### src/core/irrx_pkg.sv
// Purpose: Shared constants and types for the infrared remote receiver.
// Assumes: Register indexes are word indexes; byte address is index * 4.
// Notes:   Control words travel as packed structs.
package irrx_pkg;

  // ------------------------------------------------------------------
  // Register indexes
  // ------------------------------------------------------------------
  localparam logic [15:0] IDX_CTRL1    = 16'hFA40;
  localparam logic [15:0] IDX_CTRL2    = 16'hFA41;
  localparam logic [15:0] IDX_STATUS   = 16'hFA42;
  localparam logic [15:0] IDX_IRQ_EN   = 16'hFA43;
  localparam logic [15:0] IDX_BITRATE  = 16'hFA44;
  localparam logic [15:0] IDX_RXDATA   = 16'hFA45;
  localparam logic [15:0] IDX_HH_MIN   = 16'hFA46;
  localparam logic [15:0] IDX_HH_MAX   = 16'hFA48;
  localparam logic [15:0] IDX_HL_MIN   = 16'hFA4A;
  localparam logic [15:0] IDX_HL_MAX   = 16'hFA4B;
  localparam logic [15:0] IDX_D0_MIN   = 16'hFA4C;
  localparam logic [15:0] IDX_D0_MAX   = 16'hFA4D;
  localparam logic [15:0] IDX_D1_MIN   = 16'hFA4E;
  localparam logic [15:0] IDX_D1_MAX   = 16'hFA4F;
  localparam logic [15:0] IDX_RP_MIN   = 16'hFA50;
  localparam logic [15:0] IDX_RP_MAX   = 16'hFA51;
  localparam logic [15:0] IDX_IRQ_CLR  = 16'hFA52;

  // ------------------------------------------------------------------
  // Reset values, sizes, field positions
  // ------------------------------------------------------------------
  localparam logic [7:0]  RST_BYTE     = 8'h00;
  localparam logic [15:0] RST_WORD     = 16'h0000;
  localparam logic [7:0]  RST_BITRATE  = 8'hFF;
  localparam int          FIFO_DEPTH   = 18;
  localparam logic [4:0]  FIFO_LAST    = 5'h11;
  localparam logic [5:0]  BITS_FRAME   = 6'h20;
  localparam int          ST_BUSY      = 7;
  localparam int          ST_FULL      = 6;
  localparam int          EV_REPEAT    = 5;
  localparam int          EV_OVERRUN   = 4;
  localparam int          EV_END       = 3;
  localparam int          EV_ABORT     = 2;
  localparam int          EV_FRAMING   = 1;
  localparam int          EV_HEADER    = 0;

  typedef enum logic [1:0] {
    REF_CLK_FULL = 2'b00,
    REF_CLK_HALF = 2'b01,
    REF_CLK_QTR  = 2'b10,
    REF_CLK_SUB  = 2'b11
  } irrx_refclk_t;

  typedef enum logic [1:0] {
    FMT_FOUR_BYTES = 2'b00,
    FMT_TWO_BYTES  = 2'b01
  } irrx_format_t;

  typedef struct packed {
    logic         irRxEnable;
    logic         sequencerSoftReset;
    logic         inputInvert;
    logic         msbFirstSelect;
    logic         rxAfterRepeatEnable;
    logic         reserved;
    irrx_refclk_t refClockSelect;
  } irrx_ctrl1_t;

  typedef struct packed {
    logic [1:0] frameFormat;
    logic [5:0] reserved;
  } irrx_ctrl2_t;

  typedef enum logic [2:0] {
    S_IDLE     = 3'b000,
    S_HDR_HIGH = 3'b001,
    S_HDR_LOW  = 3'b010,
    S_BIT_HIGH = 3'b011,
    S_BIT_LOW  = 3'b100
  } irrx_state_t;

endpackage

### src/core/irrx_receiver.sv
// Purpose: Infrared pulse-distance receiver with Wishbone register access.
// Assumes: ir_input_pin is synchronous to core_clk; 32-bit classic bus.
// Notes:   One-cycle registered ack; unmapped words read zero.
//
// Design decision made here: the Wishbone interface to the registers.
`timescale 1ns/100ps
`default_nettype none

// Operation
// - Enable bit low keeps reception stopped.
// - Soft reset bit clears the receive sequencer.
// - Polarity bit inverts the infrared input.
// - Bit order selects LSB or MSB first.
// - Repeat code stops reception unless allowed.
// - Reference field picks full, half, quarter, subclock.
// - Format 00 stores four bytes per frame.
// - Format 01 stores address and command only.
// - Receive data port read-only, resets zero.
// - Header high thresholds are 16-bit registers.
// - Repeat low maximum is 8-bit read-write.
// - Data-full flag tracks stored unread bytes.
// - Event flags clear by read-1 then write-0.
module irrx_receiver
  import irrx_pkg::*;
(
  input  wire logic        core_clk,
  input  wire logic        rst_n,
  input  wire logic        wb_cyc_i,
  input  wire logic        wb_stb_i,
  input  wire logic        wb_we_i,
  input  wire logic [17:0] wb_adr_i,
  input  wire logic [3:0]  wb_sel_i,
  input  wire logic [31:0] wb_dat_i,
  output logic      [31:0] wb_dat_o,
  output logic             wb_ack_o,
  input  wire logic        ir_input_pin,
  output logic             irq
);

  // ------------------------------------------------------------------
  // Registers and state
  // ------------------------------------------------------------------
  irrx_ctrl1_t ctrl1;
  irrx_ctrl2_t ctrl2;
  irrx_state_t state;
  logic [7:0]  irqEnable;
  logic [7:0]  bitRate;
  logic [15:0] header_high_min;
  logic [15:0] header_high_max;
  logic [7:0]  header_low_min;
  logic [7:0]  header_low_max;
  logic [7:0]  d0Min;
  logic [7:0]  d0Max;
  logic [7:0]  d1Min;
  logic [7:0]  d1Max;
  logic [7:0]  rpMin;
  logic [7:0]  rpMax;
  logic [5:0]  flags;
  logic [5:0]  flagsSeen;
  logic        busy;
  logic [7:0]  fifoMem [FIFO_DEPTH];
  logic [4:0]  wrPtr;
  logic [4:0]  rdPtr;
  logic [4:0]  fifoCount;
  logic [1:0]  divCnt;
  logic [7:0]  subCnt;
  logic [15:0] periodCnt;
  logic [5:0]  bitCnt;
  logic [7:0]  shiftReg;
  logic        prevLevel;

  function automatic logic inRange(input logic [15:0] val,
                                   input logic [15:0] lo,
                                   input logic [15:0] hi);
    inRange = (val >= lo) && (val <= hi);
  endfunction

  function automatic logic [4:0] ptrNext(input logic [4:0] ptr);
    ptrNext = (ptr == FIFO_LAST) ? 5'h00 : ptr + 5'h01;
  endfunction

  // ------------------------------------------------------------------
  // Bus decode
  // ------------------------------------------------------------------
  wire        access   = wb_cyc_i & wb_stb_i & ~wb_ack_o;
  wire        wrAcc    = access & wb_we_i;
  wire        rdAcc    = access & ~wb_we_i;
  wire [15:0] idx      = wb_adr_i[17:2];
  wire        lane0    = wb_sel_i[0];
  wire        lane1    = wb_sel_i[1];
  wire [7:0]  wByte    = wb_dat_i[7:0];
  wire        wrCtrl1  = wrAcc & lane0 & (idx == IDX_CTRL1);
  wire        wrCtrl2  = wrAcc & lane0 & (idx == IDX_CTRL2);
  wire        wrStatus = wrAcc & lane0 & (idx == IDX_STATUS);
  wire        wrIrqClr = wrAcc & lane0 & (idx == IDX_IRQ_CLR);
  wire        rdStatus = rdAcc & (idx == IDX_STATUS);
  wire        rdData   = rdAcc & (idx == IDX_RXDATA);
  wire        fifoEmpty = (fifoCount == 5'h00);
  wire        fifoFull  = (fifoCount == FIFO_LAST + 5'h01);
  wire        pop       = rdData & ~fifoEmpty;
  wire [7:0]  statusVal = {busy, ~fifoEmpty, flags};

  // Read mux; the data port reads zero while empty
  logic [15:0] readVal;
  always_comb begin
    unique case (idx)
      IDX_CTRL1:   readVal = {8'h00, ctrl1};
      IDX_CTRL2:   readVal = {8'h00, ctrl2};
      IDX_STATUS:  readVal = {8'h00, statusVal};
      IDX_IRQ_EN:  readVal = {8'h00, irqEnable};
      IDX_BITRATE: readVal = {8'h00, bitRate};
      IDX_RXDATA:  readVal = fifoEmpty ? 16'h0000 : {8'h00, fifoMem[rdPtr]};
      IDX_HH_MIN:  readVal = header_high_min;
      IDX_HH_MAX:  readVal = header_high_max;
      IDX_HL_MIN:  readVal = {8'h00, header_low_min};
      IDX_HL_MAX:  readVal = {8'h00, header_low_max};
      IDX_D0_MIN:  readVal = {8'h00, d0Min};
      IDX_D0_MAX:  readVal = {8'h00, d0Max};
      IDX_D1_MIN:  readVal = {8'h00, d1Min};
      IDX_D1_MAX:  readVal = {8'h00, d1Max};
      IDX_RP_MIN:  readVal = {8'h00, rpMin};
      IDX_RP_MAX:  readVal = {8'h00, rpMax};
      default:     readVal = 16'h0000;
    endcase
  end

  // Registered ack, one cycle after the request is seen
  always_ff @(posedge core_clk) begin
    if (!rst_n) begin
      wb_ack_o <= 1'b0;
      wb_dat_o <= 32'h0000_0000;
    end else begin
      wb_ack_o <= access;
      if (rdAcc) begin
        wb_dat_o <= {16'h0000, readVal};
      end
    end
  end

  // ------------------------------------------------------------------
  // Sampling clock and input conditioning
  // ------------------------------------------------------------------
  wire rxRun   = ctrl1.irRxEnable & ~ctrl1.sequencerSoftReset;
  wire subTick = (subCnt == bitRate);
  wire irLevel = ir_input_pin ^ ctrl1.inputInvert;
  logic tick;
  always_comb begin
    unique case (ctrl1.refClockSelect)
      REF_CLK_FULL: tick = 1'b1;
      REF_CLK_HALF: tick = divCnt[0];
      REF_CLK_QTR:  tick = (divCnt == 2'b11);
      REF_CLK_SUB:  tick = subTick;
    endcase
  end

  // Free dividers; subclock period is the bit rate divisor plus one
  always_ff @(posedge core_clk) begin
    if (!rst_n) begin
      divCnt <= 2'b00;
      subCnt <= 8'h00;
    end else begin
      divCnt <= divCnt + 2'b01;
      subCnt <= subTick ? 8'h00 : subCnt + 8'h01;
    end
  end

  // ------------------------------------------------------------------
  // Period classification
  // ------------------------------------------------------------------
  wire rise    = tick & irLevel & ~prevLevel;
  wire fall    = tick & ~irLevel & prevLevel;
  wire hdrHiOk = inRange(periodCnt, header_high_min, header_high_max);
  wire hdrLoOk = inRange(periodCnt, {8'h00, header_low_min}, {8'h00, header_low_max});
  wire rptOk   = inRange(periodCnt, {8'h00, rpMin}, {8'h00, rpMax});
  wire zeroOk  = inRange(periodCnt, {8'h00, d0Min}, {8'h00, d0Max});
  wire oneOk   = inRange(periodCnt, {8'h00, d1Min}, {8'h00, d1Max});
  wire [7:0] dMax  = (d0Max > d1Max) ? d0Max : d1Max;
  // A low too long to be any data bit is a framing error inside the frame
  wire lowTooLong = (state == S_BIT_LOW) & (periodCnt > {8'h00, dMax});
  wire bitDone = (state == S_BIT_LOW) & rise & (zeroOk | oneOk);
  wire bitVal  = oneOk & ~zeroOk;
  wire [7:0] nextShift = ctrl1.msbFirstSelect ?
                         {shiftReg[6:0], bitVal} :
                         {bitVal, shiftReg[7:1]};
  wire byteDone = bitDone & (bitCnt[2:0] == 3'b111);
  wire [1:0] byteIdx = bitCnt[4:3];
  wire keepByte = (ctrl2.frameFormat == FMT_FOUR_BYTES) |
                  ~byteIdx[0];
  // Gated by run so a byte finishing as enable drops is not stored
  wire push     = byteDone & keepByte & rxRun;
  wire isRepeat = (state == S_HDR_LOW) & rise & ~hdrLoOk & rptOk;
  wire isHeader = (state == S_HDR_LOW) & rise & hdrLoOk;
  wire isStop   = (state == S_BIT_HIGH) & fall & (bitCnt == BITS_FRAME);
  wire isAbort  = ((state == S_HDR_HIGH) & fall & ~hdrHiOk) |
                  ((state == S_HDR_LOW) & rise & ~hdrLoOk & ~rptOk) |
                  ((state == S_BIT_LOW) & rise & ~zeroOk & ~oneOk);
  wire isFrame  = lowTooLong & tick;

  // Receive sequencer
  always_ff @(posedge core_clk) begin
    if (!rst_n || !rxRun) begin
      state     <= S_IDLE;
      periodCnt <= 16'h0000;
      bitCnt    <= 6'h00;
      shiftReg  <= 8'h00;
      prevLevel <= 1'b0;
      busy      <= 1'b0;
    end else if (tick) begin
      prevLevel <= irLevel;
      periodCnt <= (rise | fall) ? 16'h0001 :
                   (&periodCnt ? periodCnt : periodCnt + 16'h0001);
      unique case (state)
        S_IDLE: begin
          if (rise) begin
            state <= S_HDR_HIGH;
          end
        end
        S_HDR_HIGH: begin
          if (fall) begin
            state <= hdrHiOk ? S_HDR_LOW : S_IDLE;
          end
        end
        S_HDR_LOW: begin
          if (rise) begin
            state  <= isHeader ? S_BIT_HIGH : S_IDLE;
            busy   <= isHeader;
            bitCnt <= 6'h00;
          end
        end
        S_BIT_HIGH: begin
          if (fall) begin
            state <= isStop ? S_IDLE : S_BIT_LOW;
            busy  <= ~isStop;
          end
        end
        S_BIT_LOW: begin
          if (lowTooLong) begin
            state <= S_IDLE;
            busy  <= 1'b0;
          end else if (rise) begin
            state    <= bitDone ? S_BIT_HIGH : S_IDLE;
            busy     <= bitDone;
            bitCnt   <= bitCnt + 6'h01;
            shiftReg <= nextShift;
          end
        end
        default: begin
          state <= S_IDLE;
        end
      endcase
    end
  end

  // ------------------------------------------------------------------
  // Receive FIFO
  // ------------------------------------------------------------------
  // Overrun drops the new byte so older bytes stay intact
  wire doPush = push & ~fifoFull;
  always_ff @(posedge core_clk) begin
    if (!rst_n || ctrl1.sequencerSoftReset) begin
      wrPtr     <= 5'h00;
      rdPtr     <= 5'h00;
      fifoCount <= 5'h00;
    end else begin
      if (doPush) begin
        wrPtr <= ptrNext(wrPtr);
      end
      if (pop) begin
        rdPtr <= ptrNext(rdPtr);
      end
      fifoCount <= fifoCount + {4'h0, doPush} - {4'h0, pop};
    end
  end

  // Storage write; reset leaves words zero so stale reads are defined
  always_ff @(posedge core_clk) begin
    if (!rst_n) begin
      for (int i = 0; i < FIFO_DEPTH; i++) begin
        fifoMem[i] <= RST_BYTE;
      end
    end else if (doPush) begin
      fifoMem[wrPtr] <= nextShift;
    end
  end

  // ------------------------------------------------------------------
  // Event flags and interrupt
  // ------------------------------------------------------------------
  logic [5:0] events;
  always_comb begin
    events              = 6'h00;
    events[EV_REPEAT]   = isRepeat & tick & rxRun;
    events[EV_OVERRUN]  = push & fifoFull & tick & rxRun;
    events[EV_END]      = isStop & tick & rxRun;
    events[EV_ABORT]    = isAbort & tick & rxRun;
    events[EV_FRAMING]  = isFrame & rxRun;
    events[EV_HEADER]   = isHeader & tick & rxRun;
  end
  // Status write clears bits seen as one and now written zero; the clear register clears bits written one
  wire [5:0] swClear = (wrStatus ? (flagsSeen & ~wByte[5:0]) : 6'h00) |
                       (wrIrqClr ? wByte[5:0] : 6'h00);

  // Set wins over a clear in the same cycle
  always_ff @(posedge core_clk) begin
    if (!rst_n) begin
      flags     <= 6'h00;
      flagsSeen <= 6'h00;
    end else begin
      flags <= (flags & ~swClear) | events;
      if (rdStatus) begin
        flagsSeen <= flags;
      end else if (wrStatus) begin
        flagsSeen <= 6'h00;
      end
    end
  end

  assign irq = |(flags & irqEnable[5:0]);

  // ------------------------------------------------------------------
  // Writable registers
  // ------------------------------------------------------------------
  always_ff @(posedge core_clk) begin
    if (!rst_n) begin
      ctrl1     <= irrx_ctrl1_t'(RST_BYTE);
      ctrl2     <= irrx_ctrl2_t'(RST_BYTE);
      irqEnable <= RST_BYTE;
      bitRate   <= RST_BITRATE;
    end else begin
      if (wrCtrl1) begin
        ctrl1 <= irrx_ctrl1_t'(wByte);
      end else if (events[EV_REPEAT] && !ctrl1.rxAfterRepeatEnable) begin
        ctrl1.irRxEnable <= 1'b0;
      end
      if (wrCtrl2) begin
        ctrl2 <= irrx_ctrl2_t'(wByte);
      end
      if (wrAcc && lane0 && idx == IDX_IRQ_EN) begin
        irqEnable <= wByte;
      end
      if (wrAcc && lane0 && idx == IDX_BITRATE) begin
        bitRate <= wByte;
      end
    end
  end

  // Threshold registers; 16-bit ones take both low byte lanes
  always_ff @(posedge core_clk) begin
    if (!rst_n) begin
      header_high_min <= RST_WORD;
      header_high_max <= RST_WORD;
      {header_low_min, header_low_max, d0Min, d0Max} <= {4{RST_BYTE}};
      {d1Min, d1Max, rpMin, rpMax} <= {4{RST_BYTE}};
    end else if (wrAcc) begin
      if (idx == IDX_HH_MIN && lane0) header_high_min[7:0]  <= wByte;
      if (idx == IDX_HH_MIN && lane1) header_high_min[15:8] <= wb_dat_i[15:8];
      if (idx == IDX_HH_MAX && lane0) header_high_max[7:0]  <= wByte;
      if (idx == IDX_HH_MAX && lane1) header_high_max[15:8] <= wb_dat_i[15:8];
      if (idx == IDX_HL_MIN && lane0) header_low_min <= wByte;
      if (idx == IDX_HL_MAX && lane0) header_low_max <= wByte;
      if (idx == IDX_D0_MIN && lane0) d0Min <= wByte;
      if (idx == IDX_D0_MAX && lane0) d0Max <= wByte;
      if (idx == IDX_D1_MIN && lane0) d1Min <= wByte;
      if (idx == IDX_D1_MAX && lane0) d1Max <= wByte;
      if (idx == IDX_RP_MIN && lane0) rpMin <= wByte;
      if (idx == IDX_RP_MAX && lane0) rpMax <= wByte;
    end
  end
endmodule

`default_nettype wire

### config.mk
export PLATFORM = sky130hd
export DESIGN_NAME = irrx_receiver
export DESIGN_NICKNAME = d
export VERILOG_FILES = /design/src/core/irrx_pkg.sv /design/src/core/irrx_receiver.sv
export SDC_FILE = /design/constraint.sdc
export NUM_CORES = 1
export LEC_CHECK = 0
export BUFFER_PORTS_ARGS = -buffer_cell sky130_fd_sc_hd__buf_4
export CORE_ASPECT_RATIO = 1.2
export CORE_UTILIZATION = 50
export CTS_BUF_LIST = sky130_fd_sc_hd__clkbuf_8
export DETAILED_ROUTE_END_ITERATION = 10
export PLACE_DENSITY = 0.75
export SLEW_MARGIN = 20
export SYNTH_ARGS = -nofsm -noshare
export SYNTH_HDL_FRONTEND = slang
export SYNTH_SLANG_ARGS = --single-unit
### constraint.sdc
create_clock -name core_clk -period 4.1 [get_ports core_clk]
set_input_delay 0.205 -clock core_clk [delete_from_list [all_inputs] [get_ports core_clk]]
set_output_delay 0.205 -clock core_clk [all_outputs]
set_load 0.01 [all_outputs]
==> impl_metrics.yaml <==
cells_and_area:
  drive_gt1_frac: 0.166
  seq_area_um2: 12100
  fill_cells: 3965
  nets: 2630
  final_cell_area_um2: 27400
  final_common_cell: "nand2_1"
  mostFrequentLayoutCells: "nand2_1, edfxtp_1, dfxtp_1, nor2_1, buf_4"
  fin_cells: 3123
  area_growth_pct: 13.6
  multiInputGateArea_um2: 11000
  antenna_cells: 0
  fin_util: 0.579
power_and_ir_drop:
  p_int_w: 0.00737
  switching_power_w: 0.00221
  p_leak_nw: 9.18
  clockPowerShare: 0.435
  powerDensity_nw_per_um2: 350
  combPwrFrac: 0.031
  power.share.switching: 0.231
  seqPwrFrac: 0.534
  ir_worst_vdd_uv: 312
yosys:
  synthSimpleGateAreaFrac: 0.177
  ys_async_sr_fraction: 0
  syn_area_per_cell_um2: 10.4
  seq_area_frac_synth: 0.503
  synth-main-ff-cell: "edfxtp_1"
  ys_types: 78
  yosys_warnings: 0
  yosys_register_bits: 478
  muxShareOfSynthArea: 0.0736
  synthAdderAreaFrac: 0.0672
  syn_area_um2: 24100
  synth_top_family_by_area: "simple AND/OR/NAND/NOR gates"
  synthXorXnorAreaFrac: 0.0149
  synth_compound_area_frac: 0.118
  synth-edff-count: 256
  syn_inst: 2312
floorplan:
  ioPinCount: 94
  dieArea_um2: 49100
  initial_utilization: 0.509
  die_x_um: 202
  rows: 87
  die_h_um: 243
  coreArea_um2: 47400
setup_path:
  cp_slowest_cell: "nor2_1"
  cp_max_fo: 23
  cp-end-kind: "register"
  crit_path_start_kind: "register"
  r2r_slack_ns: 0.24
  crit_type: "reg2reg"
  crit_path_max_incr_delay_ns: 0.84
  cp.required_ns: 4.42
  r2r-end: "fifoMem[25][4]"
  worst_r2r_path_depth: 9
  cp_cell_sequence: "inv_1, ha_1, nor3b_1, o21ai_0, a221oi_2, or3_4, a211o_2, buf_4, nor2_1"
  regToRegStartpoint: "periodCnt[0]"
  arrival_ns: 4.18
sta:
  finalHoldViolCount: 0
  max_freq_mhz: 259
  finalSetupTns_ns: 0
  fin_crit_ns: 3.86
  period_share: 0.941
  fin_ws_ns: 0.242
  setup_viol: 0
  rsz0062_at_grt: "yes"
  maxSlewHeadroom: 0.253
  fin_skew_ns: 0.0293
  worst_pin_slew_ns: 1.12
  drv_slew: 0
global_routing:
  track_usage: 0.292
  grt_pass1_wl_um: 110000
  overflow: 0
  grt_pass1_vias: 19235
  antenna_found_initial: 0
  grt_max_degree: 89
drt:
  vias: 19495
  drc: 0
  vias_per_cell: 6.24
  final_antenna_net_count: 0
  drt_iter0_drc: 1993
  wl_um: 72100
  dr.pass1.iters: 6
  wire_per_inst_um: 23.1
placed_design:
  dpl_worst_slack_ns: 0.00130
  port-buffer-count: 57
  dpl-instance-area_um2: 25600
  dpl.cell_count: 2965
  gp_congestion: 1.00
  hpwl_um: 50900
run:
  cap_viol_max_count: 0
worst_hold_path:
  hp-class: "in2reg"
  min-delay-start: "ir_input_pin"
  hold_path_depth: 4
  holdPathEnd: "prevLevel"
clock_tree:
  h-tree-depth: 3
  cts_tree: "yes"
  cts_buffer_depth: 3
  cts_buffers: 78
  cts_sinks: 478
  clkLatencyLatePin_ns: 0.69
  clk_pin_slew_ns: 0.07
  cts_root_buffer: "clkbuf_8"
run_status:
  status: "completed"
## cell type report
type	count	share of cell area
multi-input cells	1580	0.402
flip-flops and latches	478	0.443
inverters	109	0.0150
well taps	623	0.0284
repair buffers	194	0.0560
clock inverters	51	0.0119
clock buffers	88	0.0442
## worst max-delay path: cells and delay by family, from the launching register on
family	cells	cell delay (ns)
AO/OA/AOI/OAI	3	0.82
adder cells (fa/ha/maj)	1	0.38
buffers and inverters	2	0.55
AND/OR/NAND/NOR	3	1.36
flip-flops	1	0.39
## per-stage QoR
stage | hold slack (ns) | total power, W
after floorplan | 0.345 | 0.00537
after global placement | 0.428 | 0.00548
after detailed placement | 0.435 | 0.00549
after CTS | 0.0590 | 0.00963
after global routing | 0.110 | 0.00986
final | 0.0911 | 0.00958
## cells by family (layout without fill, tap and decap cells)
group | Yosys count | after routing
and+or+nand+nor | 865 | 865
DFF | 478 | 478
AOI/OAI and AO/OA | 432 | 432
buffers and inverters | 269 | 442
adders and majority gates | 129 | 129
xor gates and xnor gates | 41 | 41
muxes | 97 | 97
other | 1 | 16
## power groups by stage
stage	Combinational (W)	Clock, W	Sequential, W
after detailed placement	0.000272	0	0.00522
after global routing	0.000307	0.00443	0.00512
after CTS	0.000286	0.00423	0.00511
final	0.000293	0.00417	0.00511
after global placement	0.000266	0	0.00521
after floorplan	0.000162	0	0.00521
## worst max path at each step
stage                       from        endpoint  depth (start not counted)
floorplan               d1Max[1]       bitCnt[0]                         17
global placement    periodCnt[5]   fifoMem[8][6]                         10
detailed placement  periodCnt[5]   fifoMem[8][3]                         10
CTS                 periodCnt[5]    fifoCount[4]                         17
global route            d1Max[1]       bitCnt[0]                         18
finish              periodCnt[0]  fifoMem[25][4]                          9
## cells in the mapped netlist (14+ instances only)
library cell  number  area (um2)
nand2_1          309        1160
edfxtp_1         256        7690
dfxtp_1          222        4440
nor2_1           199         747
a21oi_1          163         816
ha_1             128        1600
clkbuf_1         115         432
inv_1            108         405
mux4_2            64        1440
o21ai_0           54         270
nand3_1           49         245
nor3_1            46         230
a22oi_1           43         323
nor4_1            38         238
xor2_1            34         298
mux2i_1           31         310
nand2b_1          29         181
nand4_1           28         175
and2_1            24         150
a221oi_1          22         193
a211oi_1          21         158
a22o_1            20         175
and3_1            20         125
nor2b_1           19         119
buf_4             16         120
o211ai_1          16         120
buf_1             15        56.3
nor3_2            15         150
and4_1            14         123
or3_1             14        87.6
## registers in the layout, indices dropped and copies added (netlist names), 16 cells and up, named ones only
register	cells
header_high_min	16
fifoMem	256
wb_dat_o	16
periodCnt	16
header_high_max	16
## per-layer routing
metal,GRT usage,vias to the layer above,wire length [um]
met3,0.0495,267,5820
li1,-,8750,-
met4,0.186,0,4630
met5,0,-,0
met2,0.489,980,35200
met1,0.346,9498,26500
## repair_timing
action / 4_1_cts / 5_1_grt
resized for setup: 1 / 9
endpoints found under the hold margin: 130 / 0
setup buffers: 0 / 1
hold buffers: 18 / 0
pin swaps: 0 / 1
setup endpoints to repair: 28 / 129
No activity file was read; power rests on OpenSTA's default activity.
